[src/rtl/ett_defines.svh]
// Purpose: Constants for the exposure trigger timing block
// Assumes: 40 MHz system clock
// Notes:   Times in milliseconds, counts in clock cycles
`ifndef ETT_DEFINES_SVH
`define ETT_DEFINES_SVH
`define ETT_CLK_HZ           40000000
`define ETT_TICK_MS          1
`define ETT_TICK_CYCLES      ((`ETT_CLK_HZ / 1000) * `ETT_TICK_MS)
`define ETT_WINDOW_MS_DEF    16'h01f4
`define ETT_PRE_MS_DEF       16'h0000
`define ETT_GRANT_MS_DEF     16'h0001
`define ETT_WIRED_FILT_DEF   8'h03
`define ETT_SENSOR_FILT_DEF  8'h03
`define ETT_SENSOR_FILT_MAX  8'h0a
`define ETT_GAIN_MAX         3'h5
`define ETT_GAIN_DEF         3'h0
`endif

[src/rtl/ett_pkg.sv]
// Purpose: Types for the exposure trigger timing block
// Assumes: Nothing
// Notes:   Mode select and controller states
package ett_pkg;
  typedef enum logic {ETT_MODE_WIRED, ETT_MODE_AUTO} ett_mode_t;
  typedef enum logic [2:0] {
    ETT_IDLE, ETT_GRANT_WAIT, ETT_PRE_WAIT, ETT_INTEGRATE, ETT_RELEASE
  } ett_state_t;
endpackage

[src/rtl/ett_exposure_trigger.sv]
// Purpose: Exposure trigger timing for a flat-panel X-ray detector
// Assumes: Single 40 MHz clock, synchronous inputs, millisecond timers
// Notes:   Filters may run up to one tick long, never short
`timescale 1ns/10ps
`include "ett_defines.svh"
// Function
// - In auto mode a filtered sensor indication starts acquisition alone.
// - In wired mode the filtered request is handshaken before acquisition.
// - The integration window stays open for the programmed time, default 500 ms.
// - After the grant rises the pre-integration wait runs, default 0 ms.
// - A valid request waits the grant delay, default 1 ms, before grant.
// - Wired mode takes request changes only after the wired filter time.
// - Auto mode takes the sensor only after the sensor filter time.
// - A sensor pulse shorter than its filter time never triggers.
// - Sensor filter time is set in 1 ms steps, advised at most 10 ms.
// - Six sensitivity settings 0 to 5 each select a distinct gain.
module ett_exposure_trigger
  import ett_pkg::*;
#(
  parameter int TICK_CYCLES = `ETT_TICK_CYCLES,
  parameter int TIME_W      = 16,
  parameter int FILT_W      = 8
) (
  input  wire logic                CLOCK,
  input  wire logic                RST,
  input  wire logic                CE,
  input  wire ett_pkg::ett_mode_t  MODE,
  input  wire logic                EXPOSURE_REQUEST,
  input  wire logic                XRAY_SENSE,
  input  wire logic [TIME_W-1:0]   WINDOW_MS,
  input  wire logic [TIME_W-1:0]   PRE_MS,
  input  wire logic [TIME_W-1:0]   GRANT_DELAY_MS,
  input  wire logic [FILT_W-1:0]   WIRED_FILTER_MS,
  input  wire logic [FILT_W-1:0]   SENSOR_FILTER_MS,
  input  wire logic [2:0]          GAIN_SELECT,
  output logic                     EXPOSURE_GRANT,
  output logic                     INTEGRATING,
  output logic                     FRAME_DONE,
  output logic [2:0]               GAIN_ACTIVE,
  output logic                     GAIN_INVALID,
  output ett_pkg::ett_state_t      STATE
);
  import ett_pkg::*;

  if (TICK_CYCLES < 2 || TIME_W < 2 || FILT_W < 2) begin
    $error("ett_exposure_trigger: parameter out of range");
  end

  localparam int TW = $clog2(TICK_CYCLES);

  logic [TW-1:0]     tick_count;
  logic [TW-1:0]     next_tick_count;
  logic              tick;
  logic              req_ok;
  logic              sense_ok;
  logic              wired_en;
  logic              auto_en;
  ett_state_t        state;
  ett_state_t        next_state;
  logic [TIME_W-1:0] ms;
  logic [TIME_W-1:0] next_ms;
  logic              next_grant;
  logic              next_done;
  logic [2:0]        next_gain;

  function automatic logic elapsed(input logic [TIME_W-1:0] cnt,
                                   input logic [TIME_W-1:0] lim);
    elapsed = (cnt >= lim);
  endfunction

  // Millisecond tick from the system clock
  always_comb begin
    tick            = (tick_count == TW'(TICK_CYCLES - 1));
    next_tick_count = tick ? '0 : tick_count + 1'b1;
  end

  always_ff @(posedge CLOCK) begin
    if (RST) begin
      tick_count <= '0;
    end else if (CE) begin
      tick_count <= next_tick_count;
    end
  end

  assign wired_en = (MODE == ETT_MODE_WIRED);
  assign auto_en  = (MODE == ETT_MODE_AUTO);

  // Each filter only runs in its own mode; the other is held clear
  ett_filter #(.WIDTH(FILT_W)) u_wired_filter (
    .clk      (CLOCK),
    .rst      (RST),
    .ce       (CE),
    .enable   (wired_en),
    .tick     (tick),
    .limit    (WIRED_FILTER_MS),
    .raw      (EXPOSURE_REQUEST),
    .filtered (req_ok)
  );

  ett_filter #(.WIDTH(FILT_W)) u_sensor_filter (
    .clk      (CLOCK),
    .rst      (RST),
    .ce       (CE),
    .enable   (auto_en),
    .tick     (tick),
    .limit    (SENSOR_FILTER_MS),
    .raw      (XRAY_SENSE),
    .filtered (sense_ok)
  );

  // Exposure sequence
  always_comb begin
    next_state = state;
    next_ms    = ms;
    next_grant = EXPOSURE_GRANT;
    next_done  = 1'b0;
    if (tick && ms != '1) begin
      next_ms = ms + 1'b1;
    end
    unique case (state)
      ETT_IDLE: begin
        next_ms    = '0;
        next_grant = 1'b0;
        if (wired_en && req_ok) begin
          next_state = ETT_GRANT_WAIT;
        end else if (auto_en && sense_ok) begin
          next_state = ETT_INTEGRATE;
        end
      end
      ETT_GRANT_WAIT: begin
        if (!req_ok) begin
          next_state = ETT_IDLE;
        end else if (elapsed(ms, GRANT_DELAY_MS)) begin
          next_grant = 1'b1;
          next_ms    = '0;
          next_state = ETT_PRE_WAIT;
        end
      end
      ETT_PRE_WAIT: begin
        if (elapsed(ms, PRE_MS)) begin
          next_ms    = '0;
          next_state = ETT_INTEGRATE;
        end
      end
      ETT_INTEGRATE: begin
        // Window runs until ms reaches the live WINDOW_MS; request drop does not cut it
        if (elapsed(ms, WINDOW_MS)) begin
          next_done  = 1'b1;
          next_grant = 1'b0;
          next_state = ETT_RELEASE;
        end
      end
      ETT_RELEASE: begin
        // Wait for the trigger to fall so one exposure gives one frame
        if (!req_ok && !sense_ok) begin
          next_state = ETT_IDLE;
        end
      end
      default: next_state = ETT_IDLE;
    endcase
  end

  // Gain setting latched only while idle so a frame sees one gain
  always_comb begin
    next_gain = GAIN_ACTIVE;
    if (state == ETT_IDLE && GAIN_SELECT <= `ETT_GAIN_MAX) begin
      next_gain = GAIN_SELECT;
    end
  end

  always_ff @(posedge CLOCK) begin
    if (RST) begin
      state          <= ETT_IDLE;
      ms             <= '0;
      EXPOSURE_GRANT <= 1'b0;
      FRAME_DONE     <= 1'b0;
      GAIN_ACTIVE    <= `ETT_GAIN_DEF;
    end else if (CE) begin
      state          <= next_state;
      ms             <= next_ms;
      EXPOSURE_GRANT <= next_grant;
      FRAME_DONE     <= next_done;
      GAIN_ACTIVE    <= next_gain;
    end
  end

  assign INTEGRATING  = (state == ETT_INTEGRATE);
  assign GAIN_INVALID = (GAIN_SELECT > `ETT_GAIN_MAX);
  assign STATE        = state;

  a_grant_idle: assert property (@(posedge CLOCK) disable iff (RST)
    (state == ETT_IDLE && $past(state) == ETT_IDLE) |-> !EXPOSURE_GRANT)
    else $error("grant high while idle");

  a_grant_mode: assert property (@(posedge CLOCK) disable iff (RST)
    $rose(EXPOSURE_GRANT) |-> wired_en)
    else $error("grant rose outside wired mode");

  a_grant_pre: assert property (@(posedge CLOCK) disable iff (RST)
    $rose(EXPOSURE_GRANT) |-> state == ETT_PRE_WAIT && ms == '0)
    else $error("grant not followed by pre wait");

  a_auto_start: assert property (@(posedge CLOCK) disable iff (RST)
    (CE && state == ETT_IDLE && auto_en && sense_ok)
      |=> state == ETT_INTEGRATE)
    else $error("auto trigger did not open window");

  a_auto_filter: assert property (@(posedge CLOCK) disable iff (RST)
    $past(CE && wired_en) |-> !sense_ok)
    else $error("sensor filter active in wired mode");

  a_wired_filter: assert property (@(posedge CLOCK) disable iff (RST)
    $past(CE && auto_en) |-> !req_ok)
    else $error("wired filter active in auto mode");

  a_window_end: assert property (@(posedge CLOCK) disable iff (RST)
    (CE && state == ETT_INTEGRATE && ms >= WINDOW_MS)
      |=> FRAME_DONE && state == ETT_RELEASE)
    else $error("window did not close on time");

  a_pre_end: assert property (@(posedge CLOCK) disable iff (RST)
    (CE && state == ETT_PRE_WAIT && ms >= PRE_MS) |=> INTEGRATING)
    else $error("pre wait did not end on time");

  a_gain_range: assert property (@(posedge CLOCK) disable iff (RST)
    GAIN_ACTIVE <= `ETT_GAIN_MAX)
    else $error("gain out of range");

  a_tick_period: assert property (@(posedge CLOCK) disable iff (RST)
    (CE && tick) |=> !tick)
    else $error("tick lasted more than one cycle");
endmodule

[src/rtl/ett_filter.sv]
// Purpose: Stability filter counting millisecond ticks
// Assumes: Input synchronous to clock
// Notes:   Output follows input after it held steady for limit + 1 ticks
`timescale 1ns/10ps
`include "ett_defines.svh"
module ett_filter #(
  parameter int WIDTH = 8
) (
  input  wire logic             clk,
  input  wire logic             rst,
  input  wire logic             ce,
  input  wire logic             enable,
  input  wire logic             tick,
  input  wire logic [WIDTH-1:0] limit,
  input  wire logic             raw,
  output logic                  filtered
);
  logic [WIDTH-1:0] count;
  logic [WIDTH-1:0] next_count;
  logic             next_filtered;

  if (WIDTH < 1) begin
    $error("ett_filter: width out of range");
  end

  always_comb begin
    next_count    = count;
    next_filtered = filtered;
    if (!enable) begin
      next_count    = '0;
      next_filtered = 1'b0;
    end else if (raw == filtered) begin
      next_count = '0;
    end else if (tick) begin
      // The first tick may come at once, so one extra tick keeps the
      // accepted time at or above the filter time, never below it
      if (count >= limit) begin
        next_filtered = raw;
        next_count    = '0;
      end else begin
        next_count = count + 1'b1;
      end
    end
  end

  always_ff @(posedge clk) begin
    if (rst) begin
      count    <= '0;
      filtered <= 1'b0;
    end else if (ce) begin
      count    <= next_count;
      filtered <= next_filtered;
    end
  end
endmodule

[config.mk]
export PLATFORM = sky130hd
export DESIGN_NAME = ett_exposure_trigger
export DESIGN_NICKNAME = d
export VERILOG_FILES = /design/src/rtl/ett_pkg.sv /design/src/rtl/ett_exposure_trigger.sv /design/src/rtl/ett_filter.sv
export VERILOG_INCLUDE_DIRS = /design/src /design/src/rtl
export SDC_FILE = /design/constraint.sdc
export NUM_CORES = 1
export LEC_CHECK = 0
export BUFFER_PORTS_ARGS = -buffer_cell sky130_fd_sc_hd__buf_4
export CORE_ASPECT_RATIO = 0.8
export CORE_MARGIN = 3
export CORE_UTILIZATION = 57
export CTS_CLUSTER_DIAMETER = 200
export DETAILED_ROUTE_END_ITERATION = 12
export PLACE_DENSITY = 0.93
export SYNTH_ARGS = -nofsm -noshare
export SYNTH_HDL_FRONTEND = slang
export SYNTH_SLANG_ARGS = --single-unit
[constraint.sdc]
create_clock -name CLOCK -period 2.9 [get_ports CLOCK]
set_clock_uncertainty 0.05 [all_clocks]
set_input_delay 0.58 -clock CLOCK [delete_from_list [all_inputs] [get_ports CLOCK]]
set_output_delay 0.58 -clock CLOCK [all_outputs]
set_load 0.1 [all_outputs]
==> reports/metrics.csv, run 1 <==
stage,metric,value,unit
outcome,status,finished clean,
power_and_ir_drop,Power per Cell Area,350,mW/mm^2
setup_path,CP Cell Sequence,inv_1 -> ha_1 -> nand2b_1 -> a2111oi_0 -> nor3_1 -> o41a_1 -> o2bb2ai_1 -> nor3_1 -> o21a_1,
power_and_ir_drop,leakage power,2.55,nW
power_and_ir_drop,total power,0.00185,W
finish,most frequent cells in the layout,"buf_4, ha_1, inv_1",
finish,"most common cell after layout, fill and taps aside",buf_4,
sta,RSZ-0062 raised after global routing,false,
floorplanning,Rows,27,
clocking,number of post-CTS setup repair buffers,0,
clocking,CTS sink cnt,58,
logic_synthesis,#FFs+latches synth,58,
clocking,# resized after CTS,0,
setup_path,crit path DAT,2830,ps
floorplanning,IO Pins,83,
sta,Hold WS,426,ps
clocking,H-tree Lvls,3,
sta,Fmax achieved,378,MHz
setup_path,worst setup path class,reg -> reg,
setup_path,crit path max fanout,5,
power_and_ir_drop,worst vdd ir,0.000261,V
floorplanning,die width,104,um
floorplanning,starting density of the core,61.2,%
logic_synthesis,Post-synth EDFFs,0,
route,DRC viols,0,
setup_path,Worst path slowest cell,o41a_1,
route,WL final,11000,um
sta,min Tclk post-route,2650,ps
logic_synthesis,Netlist cell types,57,
logic_synthesis,sequential share of the synthesized area,26.5,%
setup_path,Register-to-Register Path Depth,9,
setup_path,crit path launch type,flip-flop,
sta,Final Cycle Share,91.3,%
setup_path,worst flop-to-flop path startpoint,ms[0]$_SDFFE_PP0P_,
logic_synthesis,Yosys warnings,0,
logic_synthesis,Synth Flop Type,dfxtp_1,
route,drt wl/cell,15.0,um
placement,gpl congestion,0.911,
route,DR iter-0 viols,214,
clocking,clk slew on worst S/H paths,70,ps
sta,post-route setup TNS,0,ps
sta,"Slew Viols, Final",0,
sta,Tightest Pin Transition,663,ps
clocking,CTS buffer count,9,
floorplanning,core area,0.00716,sq mm
setup_path,critical path's largest stage delay,420,ps
logic_synthesis,Syn Inst Count,545,
finish,n_diodes,0,
min_path,cell count of the worst hold path,3,
clocking,CTS Root Cell,clkbuf_8,
min_path,Min-Delay Path Class,in -> reg,
setup_path,CP endpoint kind,flip-flop,
clocking,CTS Hold Bufs,0,
finish,P&R area growth vs syn,20.8,%
sta,Worst slew margin,55.5,%
min_path,Worst Hold Launch,GAIN_SELECT[0],
grt,gr usage total,25.3,%
clocking,Worst-Skew Late Latency,350,ps
sta,final setup fails,0,
run,maxcap violations,0,
floorplanning,Die Area,0.00879,sq mm
logic_synthesis,Post-synth ARST share,0,%
logic_synthesis,Synth Area per Inst,8.04,sq um
finish,fin nets,772,
grt,first-pass GRT wire length,18500,um
route,vias,4245,
setup_path,"most used cell, CP",nor3_1,
logic_synthesis,syn nets,686,
clocking,CTS tree,done,
finish,share of cells above drive strength 1,17.8,%
placement,input/output buffers,82,
grt,initial antenna violation count,0,
placement,DPL Wire Length,8650,um
grt,largest net degree at the start of global routing,29,
finish,fillers,497,
sta,final hold vios,0,
grt,total gr overflow,0,
setup_path,Crit path required time,3080,ps
setup_path,CP startpoint,ms[0]$_SDFFE_PP0P_,
logic_synthesis,Post-Syn Area,0.00438,sq mm
grt,vias in the first global route,4227,
floorplanning,Die H,84.4,um
route,Detail Route Antenna Nets,0,
clocking,clock tree buffer depth,2,
route,drt pass-1 iters,5,
route,DR vias/cell,5.76,
==> cell type report <==
type                    count  area, sq um  share of cell area (%)
well taps                 101          126                    2.39
repair buffers             88          661                    12.5
multi-input cells         407         2910                    54.9
inverters                  67          251                    4.75
clock buffers              11          131                    2.48
clock inverters             5         55.1                    1.04
flip-flops and latches     58         1160                    21.9
==> routing by layer <==
layer | vias to the layer above | wire length [um] | global-route usage, %
met4 | 0 | 266 | 9.18
met3 | 35 | 744 | 6.69
met1 | 1946 | 4520 | 30.0
met5 | - | 0 | 0
li1 | 2103 | - | -
met2 | 161 | 5500 | 44.2
==> through the flow <==
step           area, sq um  setup WS (ps)  util, %  cells
2_1_floorplan         4390            149        -    545
3_3_place_gp          5110            128     71.3    721
3_5_place_dp          5110           70.9     71.3    721
4_1_cts               5300            269     73.9    737
5_1_grt               5300           93.2     73.9    737
6_report              5300            252     73.9    737
==> state kept, by name (all words and copies together) (netlist names) <==
signal	flops
tick_count	16
FRAME_DONE	1
u_sensor_filter.filtered	1
GAIN_ACTIVE	3
u_wired_filter.filtered	1
u_wired_filter.count	8
u_sensor_filter.count	8
STATE	3
ms	16
EXPOSURE_GRANT	1
==> cells by family (layout without fill, tap and decap cells) <==
| family | count (synthesis) | count (layout) | share of synthesized area [%] |
|---|---|---|---|
| AO/OA/AOI/OAI | 118 | 118 | 17.3 |
| XOR/XNOR | 31 | 31 | 6.19 |
| adder cells (fa/ha/maj) | 68 | 68 | 19.4 |
| buffers and inverters | 80 | 171 | 7.19 |
| flip-flops | 58 | 58 | 26.5 |
| multiplexers | 2 | 2 | 0.457 |
| AND/OR/NAND/NOR | 188 | 188 | 23.0 |
==> synth_stat cells, types with 3 or more instances <==
cell type  instances  area (sq um)
ha_1              68           851
inv_1             67           251
dfxtp_1           58          1160
nor2_1            50           188
a21oi_1           35           175
o21ai_0           32           160
nand2_1           29           109
xor2_1            24           210
and3_1            19           119
nand3_1           15          75.1
nor3_1            13          65.1
nand4_1           12          75.1
nand2b_1          11          68.8
clkbuf_1           8          30.0
nor2b_1            7          43.8
xnor2_1            7          61.3
a211oi_1           6          45.0
and4_1             6          52.6
o21a_1             6          45.0
a21o_1             5          37.5
a311oi_1           5          43.8
and2_1             5          31.3
nand3b_1           5          37.5
a211o_1            3          26.3
a31oi_1            3          18.8
buf_2              3          15.0
o211ai_1           3          22.5
o21ai_1            3          15.0
or3_1              3          18.8
==> worst max-delay path: cells and delay by family, from the launching register on <==
family | cells | cell delay [ps]
AO/OA/AOI/OAI | 4 | 1310
adder cells (fa/ha/maj) | 1 | 270
buffers and inverters | 1 | 120
flip-flops | 1 | 390
AND/OR/NAND/NOR | 3 | 380
==> final timing paths <==
| kind | endpoint | slack, ps |
|---|---|---|
| setup reg to reg | STATE[1]$_SDFFE_PP0P_ | 250 |
| setup / recovery | STATE[1]$_SDFFE_PP0P_ | 250 |
| hold reg to reg | GAIN_ACTIVE[0]$_SDFFE_PP0P_ | 440 |
| hold / removal | GAIN_ACTIVE[0]$_SDFFE_PP0P_ | 430 |
==> power by group <==
part / switching (W) / total (W) / internal [W]
registers: 0.0000118 / 0.000818 / 0.000806
logic: 0.000175 / 0.000314 / 0.000139
clock network: 0.000327 / 0.000720 / 0.000394
total: 0.000514 / 0.00185 / 0.00134
No activity file was read; power rests on OpenSTA's default activity.
==> run 2: changes to the inputs <==
--- a/config.mk
+++ b/config.mk
@@ -10,6 +10,7 @@
 export CORE_ASPECT_RATIO = 0.8
 export CORE_MARGIN = 3
 export CORE_UTILIZATION = 57
+export CTS_BUF_LIST = sky130_fd_sc_hd__clkbuf_16
 export CTS_CLUSTER_DIAMETER = 200
 export DETAILED_ROUTE_END_ITERATION = 12
 export PLACE_DENSITY = 0.93
==> constraint.sdc (replaced) <==
create_clock -name CLOCK -period 2.89 [get_ports CLOCK]
set_clock_uncertainty 0.05 [all_clocks]
set_input_delay 0.578 -clock CLOCK [delete_from_list [all_inputs] [get_ports CLOCK]]
set_output_delay 0.578 -clock CLOCK [all_outputs]
set_load 0.1 [all_outputs]
==> run 2 against run 1 <==
Compared with the run above:
- register-to-register slack got worse by 120 ps
- cell count did not move
- die area did not move
- global-route usage rose by 1.5 points
- critical path depth did not move
- sequential share of layout area fell by 0.50 points
- wire length rose by 8.4%
- final area rose by 2.3%
- sequential power rose by 0.6%
- utilization rose by 1.7 points
- power rose by 22%
- worst setup slack got worse by 120 ps
- critical path type unchanged
==> reports/metrics.csv, run 2 (synthesis gave the netlist of run 1 again) <==
stage,metric,value,unit
outcome,status,finished clean,
sta,post-route setup TNS,0,ps
sta,final hold vios,0,
sta,Hold WS,441,ps
route,Detail Route Antenna Nets,0,
setup_path,worst setup path class,reg -> reg,
clocking,# resized after CTS,0,
route,drt pass-1 iters,5,
run,maxcap violations,0,
setup_path,CP endpoint kind,flip-flop,
finish,"most common cell after layout, fill and taps aside",buf_4,
placement,Placed Cells,721,
clocking,number of post-CTS setup repair buffers,0,
setup_path,Register-to-Register Path Depth,9,
finish,fillers,462,
sta,Final Cycle Share,95.5,%
sta,"Slew Viols, Final",0,
sta,final setup fails,0,
setup_path,Worst path slowest cell,o41a_1,
power_and_ir_drop,Flop pwr share,36.5,%
power_and_ir_drop,Power per Cell Area,416,mW/mm^2
clocking,clock tree buffer depth,2,
power_and_ir_drop,combinational fraction of design power,14.3,%
floorplanning,Rows,27,
sta,Tightest Pin Transition,643,ps
sta,RSZ-0062 raised after global routing,false,
placement,DPL Wire Length,8400,um
floorplanning,die width,104,um
floorplanning,core area,0.00716,sq mm
clocking,Worst-Skew Late Latency,330,ps
finish,FF/Latch Area,0.00116,sq mm
placement,input/output buffers,82,
setup_path,crit path DAT,2930,ps
sta,Fmax achieved,362,MHz
floorplanning,starting density of the core,61.2,%
route,drt wl/cell,16.2,um
clocking,clk slew on worst S/H paths,60,ps
grt,largest net degree at the start of global routing,29,
finish,fin nets,772,
clocking,H-tree Lvls,3,
setup_path,crit path max fanout,4,
grt,initial antenna violation count,0,
finish,P&R area growth vs syn,23.6,%
power_and_ir_drop,Int Pwr,0.00169,W
route,vias,4396,
clocking,CTS Root Cell,clkbuf_16,
finish,"non-filler cells, final",737,
setup_path,worst flop-to-flop path startpoint,ms[0]$_SDFFE_PP0P_,
clocking,CTS tree,done,
clocking,CTS Hold Bufs,0,
min_path,Worst Hold Launch,u_wired_filter.count[0]$_SDFFE_PP0P_,
route,WL final,11900,um
grt,first-pass GRT wire length,19600,um
setup_path,Crit path required time,3060,ps
power_and_ir_drop,total power,0.00225,W
power_and_ir_drop,clock power share,49.2,%
setup_path,critical path's largest stage delay,440,ps
route,DR iter-0 viols,372,
route,DRC viols,0,
route,DR vias/cell,5.96,
finish,leading registers by flop count,"ms: 16 flops, tick_count: 16 flops",
floorplanning,IO Pins,83,
grt,gr usage total,26.8,%
setup_path,CP Cell Sequence,inv_1 -> ha_1 -> nand2b_1 -> a2111oi_0 -> nor3_1 -> o41a_1 -> o211ai_1 -> o21ai_2 -> a311oi_1,
grt,vias in the first global route,4339,
setup_path,CP startpoint,ms[0]$_SDFFE_PP0P_,
finish,share of cells above drive strength 1,17.8,%
sta,min Tclk post-route,2760,ps
power_and_ir_drop,worst vdd ir,0.000279,V
finish,Multi-input gate area,0.00291,sq mm
finish,n_diodes,0,
power_and_ir_drop,leakage power,2.62,nW
clocking,CTS sink cnt,58,
min_path,cell count of the worst hold path,2,
sta,Worst slew margin,56.9,%
placement,gpl congestion,0.912,
power_and_ir_drop,Switching Share,24.7,%
setup_path,crit path launch type,flip-flop,
min_path,Min-Delay Path Class,reg -> reg,
floorplanning,Die Area,0.00879,sq mm
clocking,CTS buffer count,9,
grt,total gr overflow,0,
power_and_ir_drop,Sw Pwr,0.000557,W
floorplanning,Die H,84.4,um
finish,most frequent cells in the layout,"buf_4, inv_1, ha_1",
-- run 2: cell count changes in the layout (fill, tap and decap cells not counted), sizes merged --
cell	delta
clkinv	+1
bufinv	+1
inv	+1
clkbuf	-2
clkinvlp	-1
-- run 2: final cells by class --
cell class	instances	area share, %
clock inverters	7	1.57
well taps	101	2.33
inverters	67	4.64
repair buffers	88	12.2
flip-flops and latches	58	21.4
clock buffers	9	4.16
multi-input cells	407	53.7
-- run 2: layer usage --
metal / global-route usage (%) / routed length, um
met5: 0 / 0
met4: 9.54 / 406
met3: 6.76 / 894
met1: 31.1 / 4780
met2: 48.0 / 5870
-- run 2: final timing paths --
path,slack [ps],end
min,440,u_wired_filter.count[0]$_SDFFE_PP0P_
max reg2reg,130,ms[12]$_SDFFE_PP0P_
max,130,ms[12]$_SDFFE_PP0P_
min reg2reg,440,u_wired_filter.count[0]$_SDFFE_PP0P_
-- run 2: worst max-delay path, delay by kind of cell, from the launching register on --
kind	cells	cell delay, ps
compound gates	5	1550
fa+ha+maj	1	270
buf+inv	1	110
flops	1	390
simple gates	2	290
-- run 2: metrics by stage --
| stage | instance area, sq um | util [%] | worst slack [ps] |
|---|---|---|---|
| floorplan | 4390 | - | 139 |
| global placement | 5110 | 71.3 | 121 |
| detailed placement | 5110 | 71.3 | 62.4 |
| CTS | 5420 | 75.7 | 195 |
| global route | 5420 | 75.7 | 16.5 |
| finish | 5420 | 75.7 | 129 |
-- run 2: power groups by stage --
| stage | logic, W | clock network, W | registers (W) |
|---|---|---|---|
| after floorplan | 0.000148 | 0 | 0.000875 |
| after global placement | 0.000297 | 0 | 0.000837 |
| after detailed placement | 0.000311 | 0 | 0.000838 |
| after CTS | 0.000319 | 0.00111 | 0.000822 |
| after global routing | 0.000351 | 0.00114 | 0.000824 |
| final | 0.000322 | 0.00111 | 0.000823 |
==> run 3: changes to the inputs <==
--- a/config.mk
+++ b/config.mk
@@ -14,6 +14,7 @@
 export CTS_CLUSTER_DIAMETER = 200
 export DETAILED_ROUTE_END_ITERATION = 12
 export PLACE_DENSITY = 0.93
+export REMOVE_ABC_BUFFERS = 1
 export SYNTH_ARGS = -nofsm -noshare
 export SYNTH_HDL_FRONTEND = slang
 export SYNTH_SLANG_ARGS = --single-unit
==> constraint.sdc (replaced) <==
create_clock -name CLOCK -period 2.89 [get_ports CLOCK]
set_clock_uncertainty 0.05 [all_clocks]
set_input_delay 0.289 -clock CLOCK [delete_from_list [all_inputs] [get_ports CLOCK]]
set_output_delay 0.289 -clock CLOCK [all_outputs]
set_load 0.1 [all_outputs]
==> run 3 against run 2 <==
Compared with the run above:
- sequential power is essentially flat
- wire length rose by 1.3%
- worst hold slack worse by 260 ps
- critical endpoint is now ms[9]$_SDFFE_PP0P_
- global-route usage rose by 0.77 points
- largest power group unchanged
==> reports/metrics.csv, run 3 (synthesis gave the netlist of run 1 again) <==
stage,metric,value,unit
placement,input/output buffers,82,
sta,Tightest Pin Transition,609,ps
sta,final setup fails,0,
floorplanning,Die Area,0.00879,sq mm
setup_path,crit path max fanout,12,
clocking,clk slew on worst S/H paths,50,ps
power_and_ir_drop,clock power share,47.2,%
sta,"Slew Viols, Final",0,
floorplanning,Rows,27,
finish,P&R area growth vs syn,23.6,%
clocking,CTS Root Cell,clkbuf_16,
clocking,clock tree buffer depth,2,
setup_path,crit path launch type,flip-flop,
setup_path,CP startpoint,ms[0]$_SDFFE_PP0P_,
sta,RSZ-0062 raised after global routing,false,
floorplanning,die width,104,um
setup_path,worst flop-to-flop path startpoint,ms[0]$_SDFFE_PP0P_,
sta,Fmax achieved,362,MHz
min_path,Min-Delay Path Class,in -> reg,
power_and_ir_drop,Sw Pwr,0.000567,W
setup_path,worst setup path class,reg -> reg,
sta,Worst slew margin,59.2,%
route,DRC viols,0,
floorplanning,starting density of the core,61.2,%
power_and_ir_drop,combinational fraction of design power,14.9,%
clocking,H-tree Lvls,3,
power_and_ir_drop,leakage power,2.61,nW
finish,"most common cell after layout, fill and taps aside",buf_4,
grt,total gr overflow,0,
grt,first-pass GRT wire length,20200,um
sta,Final Cycle Share,95.6,%
setup_path,crit path DAT,2970,ps
finish,leading registers by flop count,"ms: 16 flops, tick_count: 16 flops",
min_path,Worst Hold Launch,GAIN_SELECT[0],
clocking,CTS buffer count,9,
power_and_ir_drop,Power per Cell Area,401,mW/mm^2
floorplanning,Die H,84.4,um
sta,final hold vios,0,
finish,share of cells above drive strength 1,17.6,%
floorplanning,core area,0.00716,sq mm
grt,initial antenna violation count,0,
setup_path,Crit path required time,3100,ps
clocking,CTS tree,done,
run,maxcap violations,0,
finish,most frequent cells in the layout,"buf_4, inv_1, ha_1",
route,drt pass-1 iters,5,
placement,Post-DP Area,0.00509,sq mm
finish,fin nets,772,
sta,Hold WS,177,ps
setup_path,CP endpoint kind,flip-flop,
power_and_ir_drop,Int Pwr,0.00161,W
power_and_ir_drop,worst vdd ir,0.000337,V
finish,design area,0.00542,sq mm
route,WL final,12100,um
route,vias,4377,
placement,gpl congestion,0.883,
route,DR vias/cell,5.94,
clocking,Worst-Skew Late Latency,330,ps
finish,n_diodes,0,
grt,largest net degree at the start of global routing,29,
route,Detail Route Antenna Nets,0,
route,DR iter-0 viols,359,
clocking,CTS sink cnt,58,
power_and_ir_drop,Switching Share,26.1,%
power_and_ir_drop,Flop pwr share,37.8,%
grt,gr usage total,27.6,%
floorplanning,IO Pins,83,
route,drt wl/cell,16.4,um
outcome,status,finished clean,
grt,vias in the first global route,4349,
sta,min Tclk post-route,2760,ps
placement,DPL Wire Length,8680,um
## run 3: through the flow
stage	utilization, %	total power (W)	TNS, ps	std cells	worst slack, ps
after global placement	71.1	0.00113	0	719	286
final	75.7	0.00217	0	737	129
after detailed placement	71.1	0.00115	0	719	193
after floorplan	-	0.00101	-16.7	532	-11.7
after CTS	75.1	0.00217	0	735	129
after global routing	75.7	0.00224	0	737	7.14
## run 3: critical path, cell delays in order, from the launching register on
cell and delay, ps:
dfxtp_1 390, inv_1 100, ha_1 270, nand2b_1 140
a2111oi_1 420, nor3_1 150, o41a_1 440, o211ai_1 280
o21ai_4 160, buf_4 190, nor2_1 110
## run 3: area by class of cell
type,count,area [sq um]
multi-input combinational,407,2920
fill,463,1740
sequential,58,1160
timing repair buffer,88,673
inverter,67,251
clock buffer,9,225
tap,101,126
clock inverter,7,61.3
## run 3: path summary, 6_finish.rpt
check / end / slack, ps / cells past startpoint
min: GAIN_ACTIVE[0]$_SDFFE_PP0P_ / 180 / 3
max reg2reg: ms[9]$_SDFFE_PP0P_ / 130 / 10
max: ms[9]$_SDFFE_PP0P_ / 130 / 10
min reg2reg: GAIN_ACTIVE[0]$_SDFFE_PP0P_ / 430 / 2
## run 3: power by group through the flow
stage | combinational [W] | sequential, W | clock [W]
6_report | 0.000324 | 0.000822 | 0.00103
3_5_place_dp | 0.000310 | 0.000838 | 0
2_1_floorplan | 0.000132 | 0.000877 | 0
4_1_cts | 0.000315 | 0.000821 | 0.00103
5_1_grt | 0.000355 | 0.000823 | 0.00106
3_3_place_gp | 0.000294 | 0.000837 | 0
## run 3: layer usage
layer	global-route usage, %	wire, um	vias up	share of wire, %
li1	-	-	2097	-
met1	32.1	4790	1996	40
met2	48.1	5870	231	48
met3	6.92	1020	53	8.4
met4	12.2	432	0	3.6
met5	0	0	-	0
## run 3: timing repair
action | CTS | global route
hold buffers | 0 | 0
setup endpoints to repair | 0 | 13
setup buffers | 0 | 2
gates resized for setup | 0 | 3
